===== src/rtl/sac_pkg.sv =====
// sac_pkg: constants and carrier types for the converter control block
// assumes: 8-bit register port, registers at their printed byte offsets
package sac_pkg;
    localparam logic [7:0] SAC_OFF_STATUS_CONTROL = 8'h0E;
    localparam logic [7:0] SAC_OFF_RESULT = 8'h0F;
    localparam logic [7:0] SAC_STATUS_CONTROL_RESET = 8'h00;
    localparam int SAC_BIT_DONE = 7;
    localparam int SAC_BIT_RC_SELECT = 6;
    localparam int SAC_BIT_POWER = 5;
    localparam int SAC_CONV_CYCLES = 32;
    localparam logic [7:0] SAC_RESULT_MAX = 8'hFF;
    localparam logic [7:0] SAC_RESULT_MIN = 8'h00;
    localparam logic [2:0] SAC_CHAN_HIGH_REF = 3'h4;
    localparam logic [2:0] SAC_CHAN_LOW_REF = 3'h5;

    typedef struct packed {
        logic [7:0] addr;
        logic [7:0] wdata;
        logic wr;
        logic rd;
    } sac_bus_t;

    typedef enum logic [1:0] {
        SAC_IDLE = 2'b00,
        SAC_RUN = 2'b01
    } sac_state_t;
endpackage : sac_pkg


===== src/rtl/sac_adc_control.sv =====
// sac_adc_control: sequencing and registers of an 8-bit successive approximation converter
// assumes: analog comparator outside, answering within the same cycle; rc clock enters as a tick
`timescale 1ns/100ps
// Contract
// - channels 0-3 pins, 4/5 refs, 6/7 internal
// - result saturates at both reference ends
// - sample at start, decisions kept in approximation register
// - completion copies result, sets done flag
// - control write aborts, clears done, restarts
// - reset clears rc select and power
// - done cleared by write or result read
// - flag left set keeps converting every 32
// - rc select chooses rc clock tick
// - power off stops converter, pump, oscillator
// - powered channels 0-5 read port zero
// - register bit layout done rc power channel
// - done flag is read only
// - result holds latest valid conversion
// - wait mode keeps converting
// - stop mode halts conversion
module sac_adc_control
    import sac_pkg::*;
#(
    parameter int CONV_CYCLES = SAC_CONV_CYCLES
) (
    // clock and reset
    input wire logic clk_sys,
    input wire logic reset,
    input wire logic clkEnable,
    // register port
    input wire logic [7:0] busAddr,
    input wire logic [7:0] busWriteData,
    input wire logic busWrite,
    input wire logic busRead,
    output logic [7:0] busReadData,
    // low power modes and clock source
    input wire logic stopMode,
    input wire logic waitMode,
    input wire logic rcClockTick,
    // analog side
    input wire logic comparatorAbove,
    input wire logic inputAtHighRef,
    input wire logic inputAtLowRef,
    output logic [7:0] dacCode,
    output logic sampleHold,
    output logic [2:0] channelSelect,
    output logic converterPowerOn,
    output logic chargePumpEnable,
    output logic rcOscEnable,
    // port d masking
    input wire logic [5:0] portPinsRaw,
    output logic [5:0] portPinsRead
);
    // ****************************************
    // control register and strobes
    // ****************************************
    sac_bus_t bus;
    assign bus = '{addr: busAddr, wdata: busWriteData, wr: busWrite, rd: busRead};

    logic rcClockSelect;
    logic doneFlag;
    logic [7:0] result;
    logic [7:0] approx;
    logic [7:0] trialBit;
    logic [5:0] stepCount;
    logic atHigh;
    logic atLow;
    sac_state_t state;

    logic ctrlWrite;
    logic resultRead;
    logic convTick;
    logic lastStep;
    logic running;
    logic [7:0] next_approx;

    assign ctrlWrite = bus.wr && bus.addr == SAC_OFF_STATUS_CONTROL;
    assign resultRead = bus.rd && bus.addr == SAC_OFF_RESULT;
    // wait mode does not gate the converter; only stop does
    assign running = converterPowerOn && !stopMode;
    assign convTick = rcClockSelect ? rcClockTick : 1'b1;
    assign lastStep = stepCount == 6'(CONV_CYCLES - 1);
    // when the last decision lands on the same edge as the copy, take it from next_approx
    logic [7:0] finalCode;
    assign finalCode = (trialBit != 8'h00) ? next_approx : approx;

    always_ff @(posedge clk_sys or posedge reset) begin
        if (reset) begin
            rcClockSelect <= 1'b0;
            converterPowerOn <= 1'b0;
            channelSelect <= 3'h0;
        end else if (clkEnable && ctrlWrite) begin
            rcClockSelect <= bus.wdata[SAC_BIT_RC_SELECT];
            converterPowerOn <= bus.wdata[SAC_BIT_POWER];
            channelSelect <= bus.wdata[2:0];
        end
    end

    always_ff @(posedge clk_sys or posedge reset) begin
        if (reset) begin
            chargePumpEnable <= 1'b0;
            rcOscEnable <= 1'b0;
        end else if (clkEnable) begin
            chargePumpEnable <= converterPowerOn && !stopMode;
            rcOscEnable <= converterPowerOn && rcClockSelect && !stopMode;
        end
    end

    // ****************************************
    // conversion sequencer
    // ****************************************
    always_comb begin
        next_approx = approx;
        if (!comparatorAbove) begin
            next_approx = approx & ~trialBit;
        end
        if (trialBit != 8'h00) begin
            next_approx = next_approx | (trialBit >> 1);
        end
    end

    always_ff @(posedge clk_sys or posedge reset) begin
        if (reset) begin
            state <= SAC_IDLE;
            stepCount <= 6'h00;
            approx <= 8'h80;
            trialBit <= 8'h80;
            sampleHold <= 1'b0;
            atHigh <= 1'b0;
            atLow <= 1'b0;
        end else if (clkEnable) begin
            if (ctrlWrite || !running) begin
                // abort: restart from the top on the new channel
                state <= SAC_IDLE;
                stepCount <= 6'h00;
                approx <= 8'h80;
                trialBit <= 8'h80;
                sampleHold <= 1'b0;
            end else begin
                unique case (state)
                    SAC_IDLE: begin
                        state <= SAC_RUN;
                        sampleHold <= 1'b1;
                        atHigh <= inputAtHighRef;
                        atLow <= inputAtLowRef;
                        stepCount <= 6'h00;
                        approx <= 8'h80;
                        trialBit <= 8'h80;
                    end
                    SAC_RUN: begin
                        if (convTick) begin
                            stepCount <= stepCount + 6'h01;
                            // one bit per step until the trial bit runs out; needs at least eight steps
                            if (trialBit != 8'h00) begin
                                approx <= next_approx;
                                trialBit <= trialBit >> 1;
                            end
                            if (lastStep) begin
                                // back to back: resample and restart with no idle cycle, period stays exact
                                stepCount <= 6'h00;
                                approx <= 8'h80;
                                trialBit <= 8'h80;
                                atHigh <= inputAtHighRef;
                                atLow <= inputAtLowRef;
                            end
                        end
                    end
                    default: state <= SAC_IDLE;
                endcase
            end
        end
    end

    // ****************************************
    // result and done flag
    // ****************************************
    logic convDone;
    assign convDone = running && !ctrlWrite && state == SAC_RUN && convTick && lastStep;

    always_ff @(posedge clk_sys or posedge reset) begin
        if (reset) begin
            result <= 8'h00;
        end else if (clkEnable && convDone) begin
            if (atHigh) begin
                result <= SAC_RESULT_MAX;
            end else if (atLow) begin
                result <= SAC_RESULT_MIN;
            end else begin
                result <= finalCode;
            end
        end
    end

    always_ff @(posedge clk_sys or posedge reset) begin
        if (reset) begin
            doneFlag <= 1'b0;
        end else if (clkEnable) begin
            // completion wins over a result read in the same cycle
            if (ctrlWrite) begin
                doneFlag <= 1'b0;
            end else if (convDone) begin
                doneFlag <= 1'b1;
            end else if (resultRead) begin
                doneFlag <= 1'b0;
            end
        end
    end

    // ****************************************
    // read port and pin masking
    // ****************************************
    always_ff @(posedge clk_sys or posedge reset) begin
        if (reset) begin
            busReadData <= 8'h00;
        end else if (clkEnable) begin
            if (bus.rd && bus.addr == SAC_OFF_STATUS_CONTROL) begin
                busReadData <= {doneFlag, rcClockSelect, converterPowerOn, 2'b00, channelSelect};
            end else if (resultRead) begin
                busReadData <= result;
            end else begin
                busReadData <= 8'h00;
            end
        end
    end

    always_ff @(posedge clk_sys or posedge reset) begin
        if (reset) begin
            portPinsRead <= 6'h00;
            dacCode <= 8'h00;
        end else if (clkEnable) begin
            for (int i = 0; i < 6; i++) begin
                portPinsRead[i] <= portPinsRaw[i] && !(converterPowerOn && channelSelect == 3'(i));
            end
            dacCode <= approx;
        end
    end

    // cycles into the running conversion; only the period check reads it
    logic [6:0] periodCount;
    always_ff @(posedge clk_sys or posedge reset) begin
        if (reset) begin
            periodCount <= 7'h00;
        end else if (clkEnable) begin
            if (convDone || ctrlWrite || !running || state == SAC_IDLE) begin
                periodCount <= 7'h00;
            end else if (periodCount != 7'h7F) begin
                periodCount <= periodCount + 7'h01;
            end
        end
    end
endmodule : sac_adc_control


===== config.mk =====
export PLATFORM = sky130hd
export DESIGN_NAME = sac_adc_control
export DESIGN_NICKNAME = d
export VERILOG_FILES = /design/src/rtl/sac_pkg.sv /design/src/rtl/sac_adc_control.sv
export SDC_FILE = /design/constraint.sdc
export NUM_CORES = 1
export LEC_CHECK = 0
export ABC_AREA = 1
export BUFFER_PORTS_ARGS = -buffer_cell sky130_fd_sc_hd__buf_2
export CORE_ASPECT_RATIO = 1.1
export CORE_UTILIZATION = 56
export CTS_BUF_LIST = sky130_fd_sc_hd__clkbuf_4 sky130_fd_sc_hd__clkbuf_8
export DETAILED_ROUTE_END_ITERATION = 8
export PLACE_DENSITY_LB_ADDON = 0.1
export SLEW_MARGIN = 20
export SYNTH_ARGS = -nofsm -noshare
export SYNTH_HDL_FRONTEND = slang
export SYNTH_SLANG_ARGS = --single-unit

===== constraint.sdc =====
create_clock -name clk_sys -period 2.1 [get_ports clk_sys]
set_clock_uncertainty 0.15 [all_clocks]
set_input_delay 0.105 -clock clk_sys [delete_from_list [all_inputs] [get_ports clk_sys]]
set_output_delay 0.105 -clock clk_sys [all_outputs]
set_load 0.03 [all_outputs]

## After elaboration in Yosys (flattened, before gate mapping)

Cells that the tools add are included.

| cells by class | value |
|---|---|
| add/sub/neg operators | 1 |
| equality and inequality tests | 14 |
| muxes and demuxes | 33 |
| bitwise operators | 4 |
| reduce and logical (&&, ||, !) cells | 47 |

Operators by type and width:

| cell | count |
|---|---|
| $mux W8 | 13 |
| $pmux W8 S2 | 2 |
| $logic_and A1 B1 Y1 | 24 |
| $mux W6 | 3 |
| $eq A8 B4 Y1 const B | 2 |
| $pmux W6 S2 | 1 |
| $mux W1 | 10 |
| $logic_not A1 Y1 | 9 |
| $and A8 B8 Y8 | 1 |
| $not A8 Y8 | 1 |
| $or A8 B7 Y8 | 1 |
| $reduce_bool A8 Y1 | 1 |
| $add A6 B1 Y6 const B | 1 |
| $eq A3 B2 Y1 const B | 2 |
| $eq A3 B3 Y1 const B | 2 |
| $eq A6 B5 Y1 const B | 1 |
| $ne A2 B2 Y1 const B | 3 |
| $reduce_and A2 Y1 | 3 |
| $reduce_bool A3 Y1 | 2 |
| $reduce_and A5 Y1 | 1 |
| $ne A4 B4 Y1 const B | 1 |
| $pmux W1 S2 | 2 |
| $pmux W2 S2 | 1 |
| $reduce_and A4 Y1 | 1 |
| other kinds (10) | 11 |

| storage, ports and cells | value |
|---|---|
| bits in registers | 65 |
| input port bits | 33 |
| output and inout port bits | 29 |

## Longest topological paths before layout

Gate-level depths: netlist of the first run.

| depth | value |
|---|---|
| depth after elaboration | 9 |
| depth in mapped cells | 11 |

## Worst setup path before layout of the first run

No wires, ideal clock.

| timing | value |
|---|---|
| path type | reg-to-reg |
| start | reg stepCount[0] |
| end | reg result[1] |
| library setup time | 0.126 ns |
| data arrival time | 1.383 ns |
| required time | 1.824 ns |
| slack | 0.441 ns |
| cell stages (with the launch flop) | 8 |
| clock period less this slack | 1.659 ns |
| cells stage by stage | dfrtp_1 > ha_1 > nand3_2 > nor2_2 > nand2_2 > nor3_4 > buf_6 > o21ai_0 |

| between the ends | value |
|---|---|
| word-level cells in the longest chain between the ends | 3 |

Ends and longest elaborated chain:

| element | line | source |
|---|---|---|
| from (decl) | sac_adc_control.sv:65 | `logic [5:0] stepCount;` |
| from (signal assigned) | sac_adc_control.sv:152 | `stepCount <= stepCount + 6'h01;` |
| $eq A6 B5 Y1 | sac_adc_control.sv:82 | `assign lastStep = stepCount == 6'(CONV_CYCLES - 1);` |
| $logic_and A1 B1 Y1 | sac_adc_control.sv:178 | `assign convDone = running && !ctrlWrite && state == SAC_RUN && convTick && lastStep;` |
| $logic_and A1 B1 Y1 | sac_adc_control.sv:183 | `end else if (clkEnable && convDone) begin` |
| to (signal assigned) | sac_adc_control.sv:189 | `result <= finalCode;` |
| to (decl) | sac_adc_control.sv:62 | `logic [7:0] result;` |

Every way passes these cells.
A chain may end at the register's enable or synchronous reset.

## Worst setup path in the final report of the first run

| timing | value |
|---|---|
| start | reg stepCount[0] |
| end | reg approx[2] |

| between the ends | value |
|---|---|
| word-level cells in the longest chain between the ends | 5 |

Ends and longest elaborated chain:

| element | line | source |
|---|---|---|
| $eq A6 B5 Y1 | sac_adc_control.sv:82 |  |
| $mux W8 | sac_adc_control.sv:158 | `if (lastStep) begin` |
| $mux W8 | sac_adc_control.sv:151 | `if (convTick) begin` |
| $pmux W8 S2 | sac_adc_control.sv:140 | `unique case (state)` |
| $mux W8 | sac_adc_control.sv:132 | `if (ctrlWrite \|\| !running) begin` |
| to (signal assigned) | sac_adc_control.sv:155 | `approx <= next_approx;` |
| to (decl) | sac_adc_control.sv:63 | `logic [7:0] approx;` |

Every way passes these cells. The select of a mux whose other input is x is not followed.

==> results.md, run 1 <==
Logic synthesis
* **number of register bits inferred by synthesis** 64
* **cell count after synthesis** 361
* **adder and majority gate portion of the synthesized area** 0.421%
* **xor and xnor fraction of the mapped netlist area** 0%
* **EDFF count, synth** 0
* **sequential-to-total area share from yosys stat** 53.9%
* **number of distinct library cell variants in the gate-level netlist after synthesis** 29
* **Compound-Gate Fraction of Synth Area** 9.55%
* **main flop type after synthesis** sky130_fd_sc_hd__dfrtp_1
* **Post-Synthesis Cell Area** 2970 um^2
* **Post-Syn Area per Cell** 8.24 um^2
* **combinational family with the most area after synthesis** simple AND/OR/NAND/NOR gates
* **count of warnings emitted by yosys** 0
* **fraction of synthesized area in multiplexers** 0%
* **number of nets in the synthesized netlist** 395
* **post-synthesis simple-gate area fraction** 30.1%
* **share of flip-flops with an asynchronous set or reset after synthesis** 100%

Clock tree
* **TritonCTS buffer count** 9
* **maximum level of the CTS H-tree** 3
* **setup fix buffers added after clock tree synthesis** 0
* **TritonCTS clock tree** built
* **clock tree root buffer cell** sky130_fd_sc_hd__clkbuf_8
* **number of gates resized after CTS** 0
* **Clock Latency Late Sink** 0.34 ns
* **buffers from clock root to sink, at most** 2
* **number of clock sinks** 64
* **clock edge transition at the registers on the reported setup and hold paths** 0.07 ns

Pwr
* **peak supply drop** 552 uV
* **total power density per cell area** 783 nW/um^2
* **reported net switching power** 0.000792 W
* **Leakage Power** 1.94 nW
* **proportion of power drawn by flip-flops and latches** 47.9%
* **combinational fraction of design power** 14.5%
* **Clock Power Share** 37.7%
* **Total Power Consumption** 0.00287 W
* **Internal Power** 0.00208 W
* **switching share of power** 27.5%

Worst hold path
* **number of instances on the worst hold path** 4
* **hold path startpoint** busWrite
* **hold crit path type** in -> reg
* **Worst Hold End** channelSelect[1]$_DFFE_PP0P_

Critical path
* **required time worst endpoint** 2.20 ns
* **element type at the critical path end** flip-flop
* **start-to-end type of the worst setup path** reg -> reg
* **worst setup slack for register-to-register paths** 0.13 ns
* **arrival time reported for the critical path endpoint** 2.07 ns
* **terminus of the critical flop-to-flop path** approx[2]$_DFFE_PP0P_
* **reg-to-reg critical path startpoint** stepCount[0]$_DFFE_PP0P_
* **depth of the worst register-to-register path** 8
* **critical-path maximum fanout** 9
* **origin of the worst setup path** stepCount[0]$_DFFE_PP0P_
* **launching element type of the critical path** flip-flop

Global routing
* **combined global-route utilization of all metal layers** 26.5%
* **Remaining Overflow, GRT** 0
* **via count of the first global-routing pass** 2515
* **wire length of the first global-routing pass** 11300 um
* **antenna violations before repair** 0
* **largest net degree at the start of global routing** 29

STA
* **setup repair after global routing missed its margin** false
* **total negative slack for setup checks** 0 ns
* **Final WS setup** 0.135 ns
* **count of final setup violators** 0
* **Rel. slew slack** 66.3%
* **hold slack final** 0.0378 ns
* **time the final worst path needs with I/O delays and setup** 1.97 ns
* **final worst-path cycle share** 93.6%
* **Final Max Tran Viols** 0
* **highest attainable clock frequency** 509 MHz
* **Final Hold Fails** 0
* **slew at the pin closest to its max-slew limit** 0.503 ns

Detailed routing
* **Initial DRT Pass Iterations** 4
* **overall via count from detail_route** 2641
* **vias per inst** 5.25
* **detailed-routed wire length on met2** 3350 um
* **mean routed wirelength per cell** 13.3 um
* **number of violations reported at the end of detailed-routing iteration 0** 132
* **routed length on met3** 301 um
* **number of DRC violations after detailed routing** 0
* **routed length on met1** 2940 um
* **uppermost routed layer** met4
* **Total Routed Length** 6710 um
* **Final ANT Viol Nets** 0

Die
* **core area** 5070 um^2
* **die boundary width** 71.5 um
* **site row count** 27
* **die boundary height** 78.4 um
* **die area** 5610 um^2
* **effective utilization at floorplan** 58.7%
* **number of ports placed on the die boundary** 62

Layout
* **fraction of layout instances using a drive strength above 1** 22.9%
* **fill count** 434
* **count of nets after finishing** 474
* **Antenna Diode Count** 0
* **Layout Area Growth over Synthesis** 23.4%

Status
* **result of the run** finished clean

Placement
* **DP HPWL** 4530 um
* **placer congestion estimate** 0.820
* **number of input and output port buffers inserted** 57
* **worst slack after detailed placement** 0.163 ns

Flow run
* **Maximum Capacitance Violations** 0

## state kept, by name, indices dropped and copies added (netlist names)
signal	cells
dacCode	8
busReadData	8
atHigh	1
rcClockSelect	1
channelSelect	3
rcOscEnable	1
result	8
approx	8
stepCount	6
chargePumpEnable	1
doneFlag	1
trialBit	8
state	1
sampleHold	1
atLow	1
converterPowerOn	1
portPinsRead	6
## metrics by stage
stage / cells / instance area [um^2] / util, %
6_report: 503 / 3670 / 72.4
5_1_grt: 503 / 3670 / 72.4
4_1_cts: 503 / 3670 / 72.4
3_5_place_dp: 471 / 3300 / 65.2
3_3_place_gp: 471 / 3300 / 65.2
2_1_floorplan: 361 / 2970 / -
## cells in the final DEF, fill, tap and decap left out, drive strengths merged
cell / instances
nand2: 135
dfrtp: 62
buf: 61
o21ai: 38
nand3: 37
inv: 32
nor2: 20
dlygate4sd3: 16
clkbuf: 13
a21oi: 10
a31oi: 4
nand4: 3
nor3: 3
nor4: 2
dfstp: 2
clkinv: 2
or2: 1
and3: 1
o31ai: 1
ha: 1
bufinv: 1
## cell type report
class,count,area [um^2],share of cell area [%]
Timing Repair Buffer,77,475,13.0
Inverter,32,120,3.27
Clock buffer,13,166,4.53
Sequential cell,64,1600,43.7
Clock inverter,3,40.0,1.09
Tap cell,58,72.6,1.98
Multi-Input combinational cell,256,1190,32.5
## cells in the mapped netlist, types with 4 or more instances
master	n	area, um^2
sky130_fd_sc_hd__nand3_1	35	175
sky130_fd_sc_hd__dfrtp_1	62	1550
sky130_fd_sc_hd__o21ai_0	27	135
sky130_fd_sc_hd__inv_1	27	101
sky130_fd_sc_hd__nand2_2	5	31.3
sky130_fd_sc_hd__nor2_1	17	63.8
sky130_fd_sc_hd__a21oi_1	10	50.1
sky130_fd_sc_hd__nand2_1	128	480
sky130_fd_sc_hd__inv_2	5	18.8
sky130_fd_sc_hd__o21ai_1	8	40.0
sky130_fd_sc_hd__a31oi_1	4	25.0
## worst max path at each step
stage                     cells past startpoint  slack (ns)               endpoint
after CTS                                     8        0.15  approx[2]$_DFFE_PP0P_
after detailed placement                      6        0.16  result[4]$_DFFE_PP0P_
after global routing                          6        0.02  result[4]$_DFFE_PP0P_
after global placement                        8        0.22  approx[2]$_DFFE_PP0P_
final                                         8        0.13  approx[2]$_DFFE_PP0P_
after floorplan                               1        0.25  approx[0]$_DFFE_PP0P_
## worst max-delay path: stages (launching register included)
cell	delay, ns
sky130_fd_sc_hd__dfrtp_1	0.42
sky130_fd_sc_hd__ha_1	0.27
sky130_fd_sc_hd__nand3_2	0.11
sky130_fd_sc_hd__nor2_2	0.06
sky130_fd_sc_hd__nor2_1	0.12
sky130_fd_sc_hd__nand3_1	0.21
sky130_fd_sc_hd__inv_2	0.21
sky130_fd_sc_hd__nand2_2	0.15
sky130_fd_sc_hd__o21ai_1	0.19
## power groups by stage
stage,Sequential [W],Clock (W),Combinational (W)
after floorplan,0.00145,0,0.000209
after global placement,0.00140,0,0.000383
after detailed placement,0.00140,0,0.000392
after CTS,0.00138,0.00110,0.000415
after global routing,0.00139,0.00116,0.000466
final,0.00138,0.00108,0.000416
## kinds of logic after synthesis
kind of cell	after synthesis
AO/OA/AOI/OAI	53
adder cells (fa/ha/maj)	1
buffers and inverters	41
flip-flops	64
AND/OR/NAND/NOR	202
## per-layer routing
layer	global-route usage [%]	vias to the layer above
met2	46.4	66
met3	5.91	10
met4	10.0	0
li1	-	1331
met5	0	-
met1	32.0	1234
## what timing repair did
item	in CTS	in global routing
endpoints found under the hold margin	58	0
setup endpoints to repair	0	2
hold buffers	16	0
Power figures use the tool's default switching activity.
==> inputs of run 2 (changes only) <==
- CELL_PAD_IN_SITES_DETAIL_PLACEMENT: default -> 0
- CELL_PAD_IN_SITES_GLOBAL_PLACEMENT: default -> 1
- CORE_MARGIN: default -> 2
- CORE_UTILIZATION: 56 -> 41
==> run 2 against run 1 <==
  * Maximum frequency up 2.3%
  * Register-to-register slack improved by 0.04 ns
  * Sequential power barely moved
  * Wire length rose by 6.1%
  * Critical path depth is the same
  * Critical path type unchanged
==> results.md, run 2 (synthesis results as in run 1) <==
Pwr
* **combinational fraction of design power** 15.5%
* **Leakage Power** 1.94 nW
* **Internal Power** 0.00194 W
* **Clock Power Share** 34.0%
* **total power density per cell area** 739 nW/um^2
* **Total Power Consumption** 0.00273 W
* **switching share of power** 29.0%
* **proportion of power drawn by flip-flops and latches** 50.5%
* **peak supply drop** 384 uV
* **reported net switching power** 0.000790 W

Placement
* **worst slack after detailed placement** 0.187 ns
* **cell count after placement** 500
* **placer congestion estimate** 0.780
* **DP HPWL** 4950 um
* **number of input and output port buffers inserted** 57
* **instance area at placement** 3370 um^2

STA
* **time the final worst path needs with I/O delays and setup** 1.92 ns
* **total negative slack for setup checks** 0 ns
* **slew at the pin closest to its max-slew limit** 0.588 ns
* **Final Max Tran Viols** 0
* **final worst-path cycle share** 91.5%
* **Final Hold Fails** 0
* **Rel. slew slack** 60.7%
* **Final WS setup** 0.178 ns
* **count of final setup violators** 0
* **highest attainable clock frequency** 520 MHz
* **setup repair after global routing missed its margin** false

Detailed routing
* **Final ANT Viol Nets** 0
* **number of violations reported at the end of detailed-routing iteration 0** 81
* **overall via count from detail_route** 2592
* **Initial DRT Pass Iterations** 4
* **number of DRC violations after detailed routing** 0
* **vias per inst** 4.90
* **mean routed wirelength per cell** 13.5 um
* **Total Routed Length** 7120 um

Critical path
* **depth of the worst register-to-register path** 8
* **terminus of the critical flop-to-flop path** trialBit[6]$_DFFE_PP0P_
* **launching element type of the critical path** flip-flop
* **critical-path maximum fanout** 8
* **required time worst endpoint** 2.22 ns
* **element type at the critical path end** flip-flop
* **reg-to-reg critical path startpoint** stepCount[0]$_DFFE_PP0P_
* **arrival time reported for the critical path endpoint** 2.04 ns
* **worst setup slack for register-to-register paths** 0.18 ns
* **start-to-end type of the worst setup path** reg -> reg

Die
* **die boundary width** 85.2 um
* **die area** 7950 um^2
* **number of ports placed on the die boundary** 62
* **core area** 7010 um^2
* **die boundary height** 93.3 um
* **site row count** 32
* **effective utilization at floorplan** 42.4%

Layout
* **Antenna Diode Count** 0
* **commonest cells after routing, fill and taps aside** sky130_fd_sc_hd__nand2_1 (128), sky130_fd_sc_hd__dfrtp_1 (62), sky130_fd_sc_hd__buf_2 (57), sky130_fd_sc_hd__nand3_1 (35), sky130_fd_sc_hd__o21ai_0 (27)
* **count of nets after finishing** 476
* **fraction of layout instances using a drive strength above 1** 22.7%
* **Layout Area Growth over Synthesis** 24.1%
* **fill count** 679
* **area of combinational cells with multiple inputs** 1190 um^2
* **commonest non-fill, non-tap cell in the layout** sky130_fd_sc_hd__nand2_1
* **combined flip-flop and latch cell area** 1600 um^2
* **Final Non-Filler Cells** 529
* **finished layout cell area** 3690 um^2

Worst hold path
* **hold path startpoint** busWrite
* **Worst Hold End** channelSelect[1]$_DFFE_PP0P_
* **hold crit path type** in -> reg
* **number of instances on the worst hold path** 4

Clock tree
* **maximum level of the CTS H-tree** 3
* **buffers from clock root to sink, at most** 2
* **number of gates resized after CTS** 0
* **Clock Latency Late Sink** 0.33 ns
* **TritonCTS clock tree** built
* **TritonCTS buffer count** 9
* **clock edge transition at the registers on the reported setup and hold paths** 0.06 ns
* **clock tree root buffer cell** sky130_fd_sc_hd__clkbuf_8
* **number of clock sinks** 64
* **total of hold buffers inserted after clock tree synthesis** 16
* **setup fix buffers added after clock tree synthesis** 0

Global routing
* **combined global-route utilization of all metal layers** 19.2%
* **largest net degree at the start of global routing** 28
* **via count of the first global-routing pass** 2556
* **antenna violations before repair** 0
* **wire length of the first global-routing pass** 12100 um
* **Remaining Overflow, GRT** 0

Status
* **result of the run** finished clean

Flow run
* **Maximum Capacitance Violations** 0

## run 2: area by class of cell
type	instances	share of cell area (%)
Multi-Input combinational cell	256	32.3
Inverter	32	3.26
Clock buffer	12	4.31
Timing Repair Buffer	79	13.6
Tap cell	85	2.88
Clock inverter	1	0.136
Sequential cell	64	43.5
## run 2: power groups by stage
stage	Combinational, W	Sequential [W]	Clock (W)
finish	0.000422	0.00138	0.000928
global route	0.000475	0.00139	0.00100
CTS	0.000429	0.00137	0.000953
detailed placement	0.000405	0.00140	0
global placement	0.000400	0.00140	0
floorplan	0.000209	0.00145	0
## run 2: worst max-delay path by stage
| stage | from | end |
|---|---|---|
| after global routing | stepCount[0]$_DFFE_PP0P_ | approx[5]$_DFFE_PP0P_ |
| final | stepCount[0]$_DFFE_PP0P_ | trialBit[6]$_DFFE_PP0P_ |
| after detailed placement | stepCount[0]$_DFFE_PP0P_ | trialBit[6]$_DFFE_PP0P_ |
| after CTS | stepCount[0]$_DFFE_PP0P_ | trialBit[6]$_DFFE_PP0P_ |
| after floorplan | reset | approx[0]$_DFFE_PP0P_ |
| after global placement | stepCount[0]$_DFFE_PP0P_ | approx[1]$_DFFE_PP0P_ |
## run 2: through the flow
stage                     hold WS (ns)  util [%]
after global routing            0.0723      52.7
after CTS                       0.0232      52.7
after detailed placement        0.0586      48.0
final                           0.0320      52.7
after floorplan                 0.0646         -
after global placement          0.0446      48.0
## run 2: critical path: stages, from the launching register on
cell and delay, ns:
sky130_fd_sc_hd__dfrtp_1 0.42, sky130_fd_sc_hd__ha_1 0.26, sky130_fd_sc_hd__nand3_2 0.10, sky130_fd_sc_hd__nor2_2 0.06
sky130_fd_sc_hd__nor2_1 0.12, sky130_fd_sc_hd__nand3_1 0.19, sky130_fd_sc_hd__o21ai_2 0.37, sky130_fd_sc_hd__nand2_1 0.10
sky130_fd_sc_hd__nand2_1 0.08
## run 2: routing by layer
layer	up-vias	wire [um]	track usage, %
met5	-	0	0
met4	0	110	7.94
met3	9	284	3.09
met2	48	3360	32.3
met1	1204	3370	24.6
li1	1331	-	-
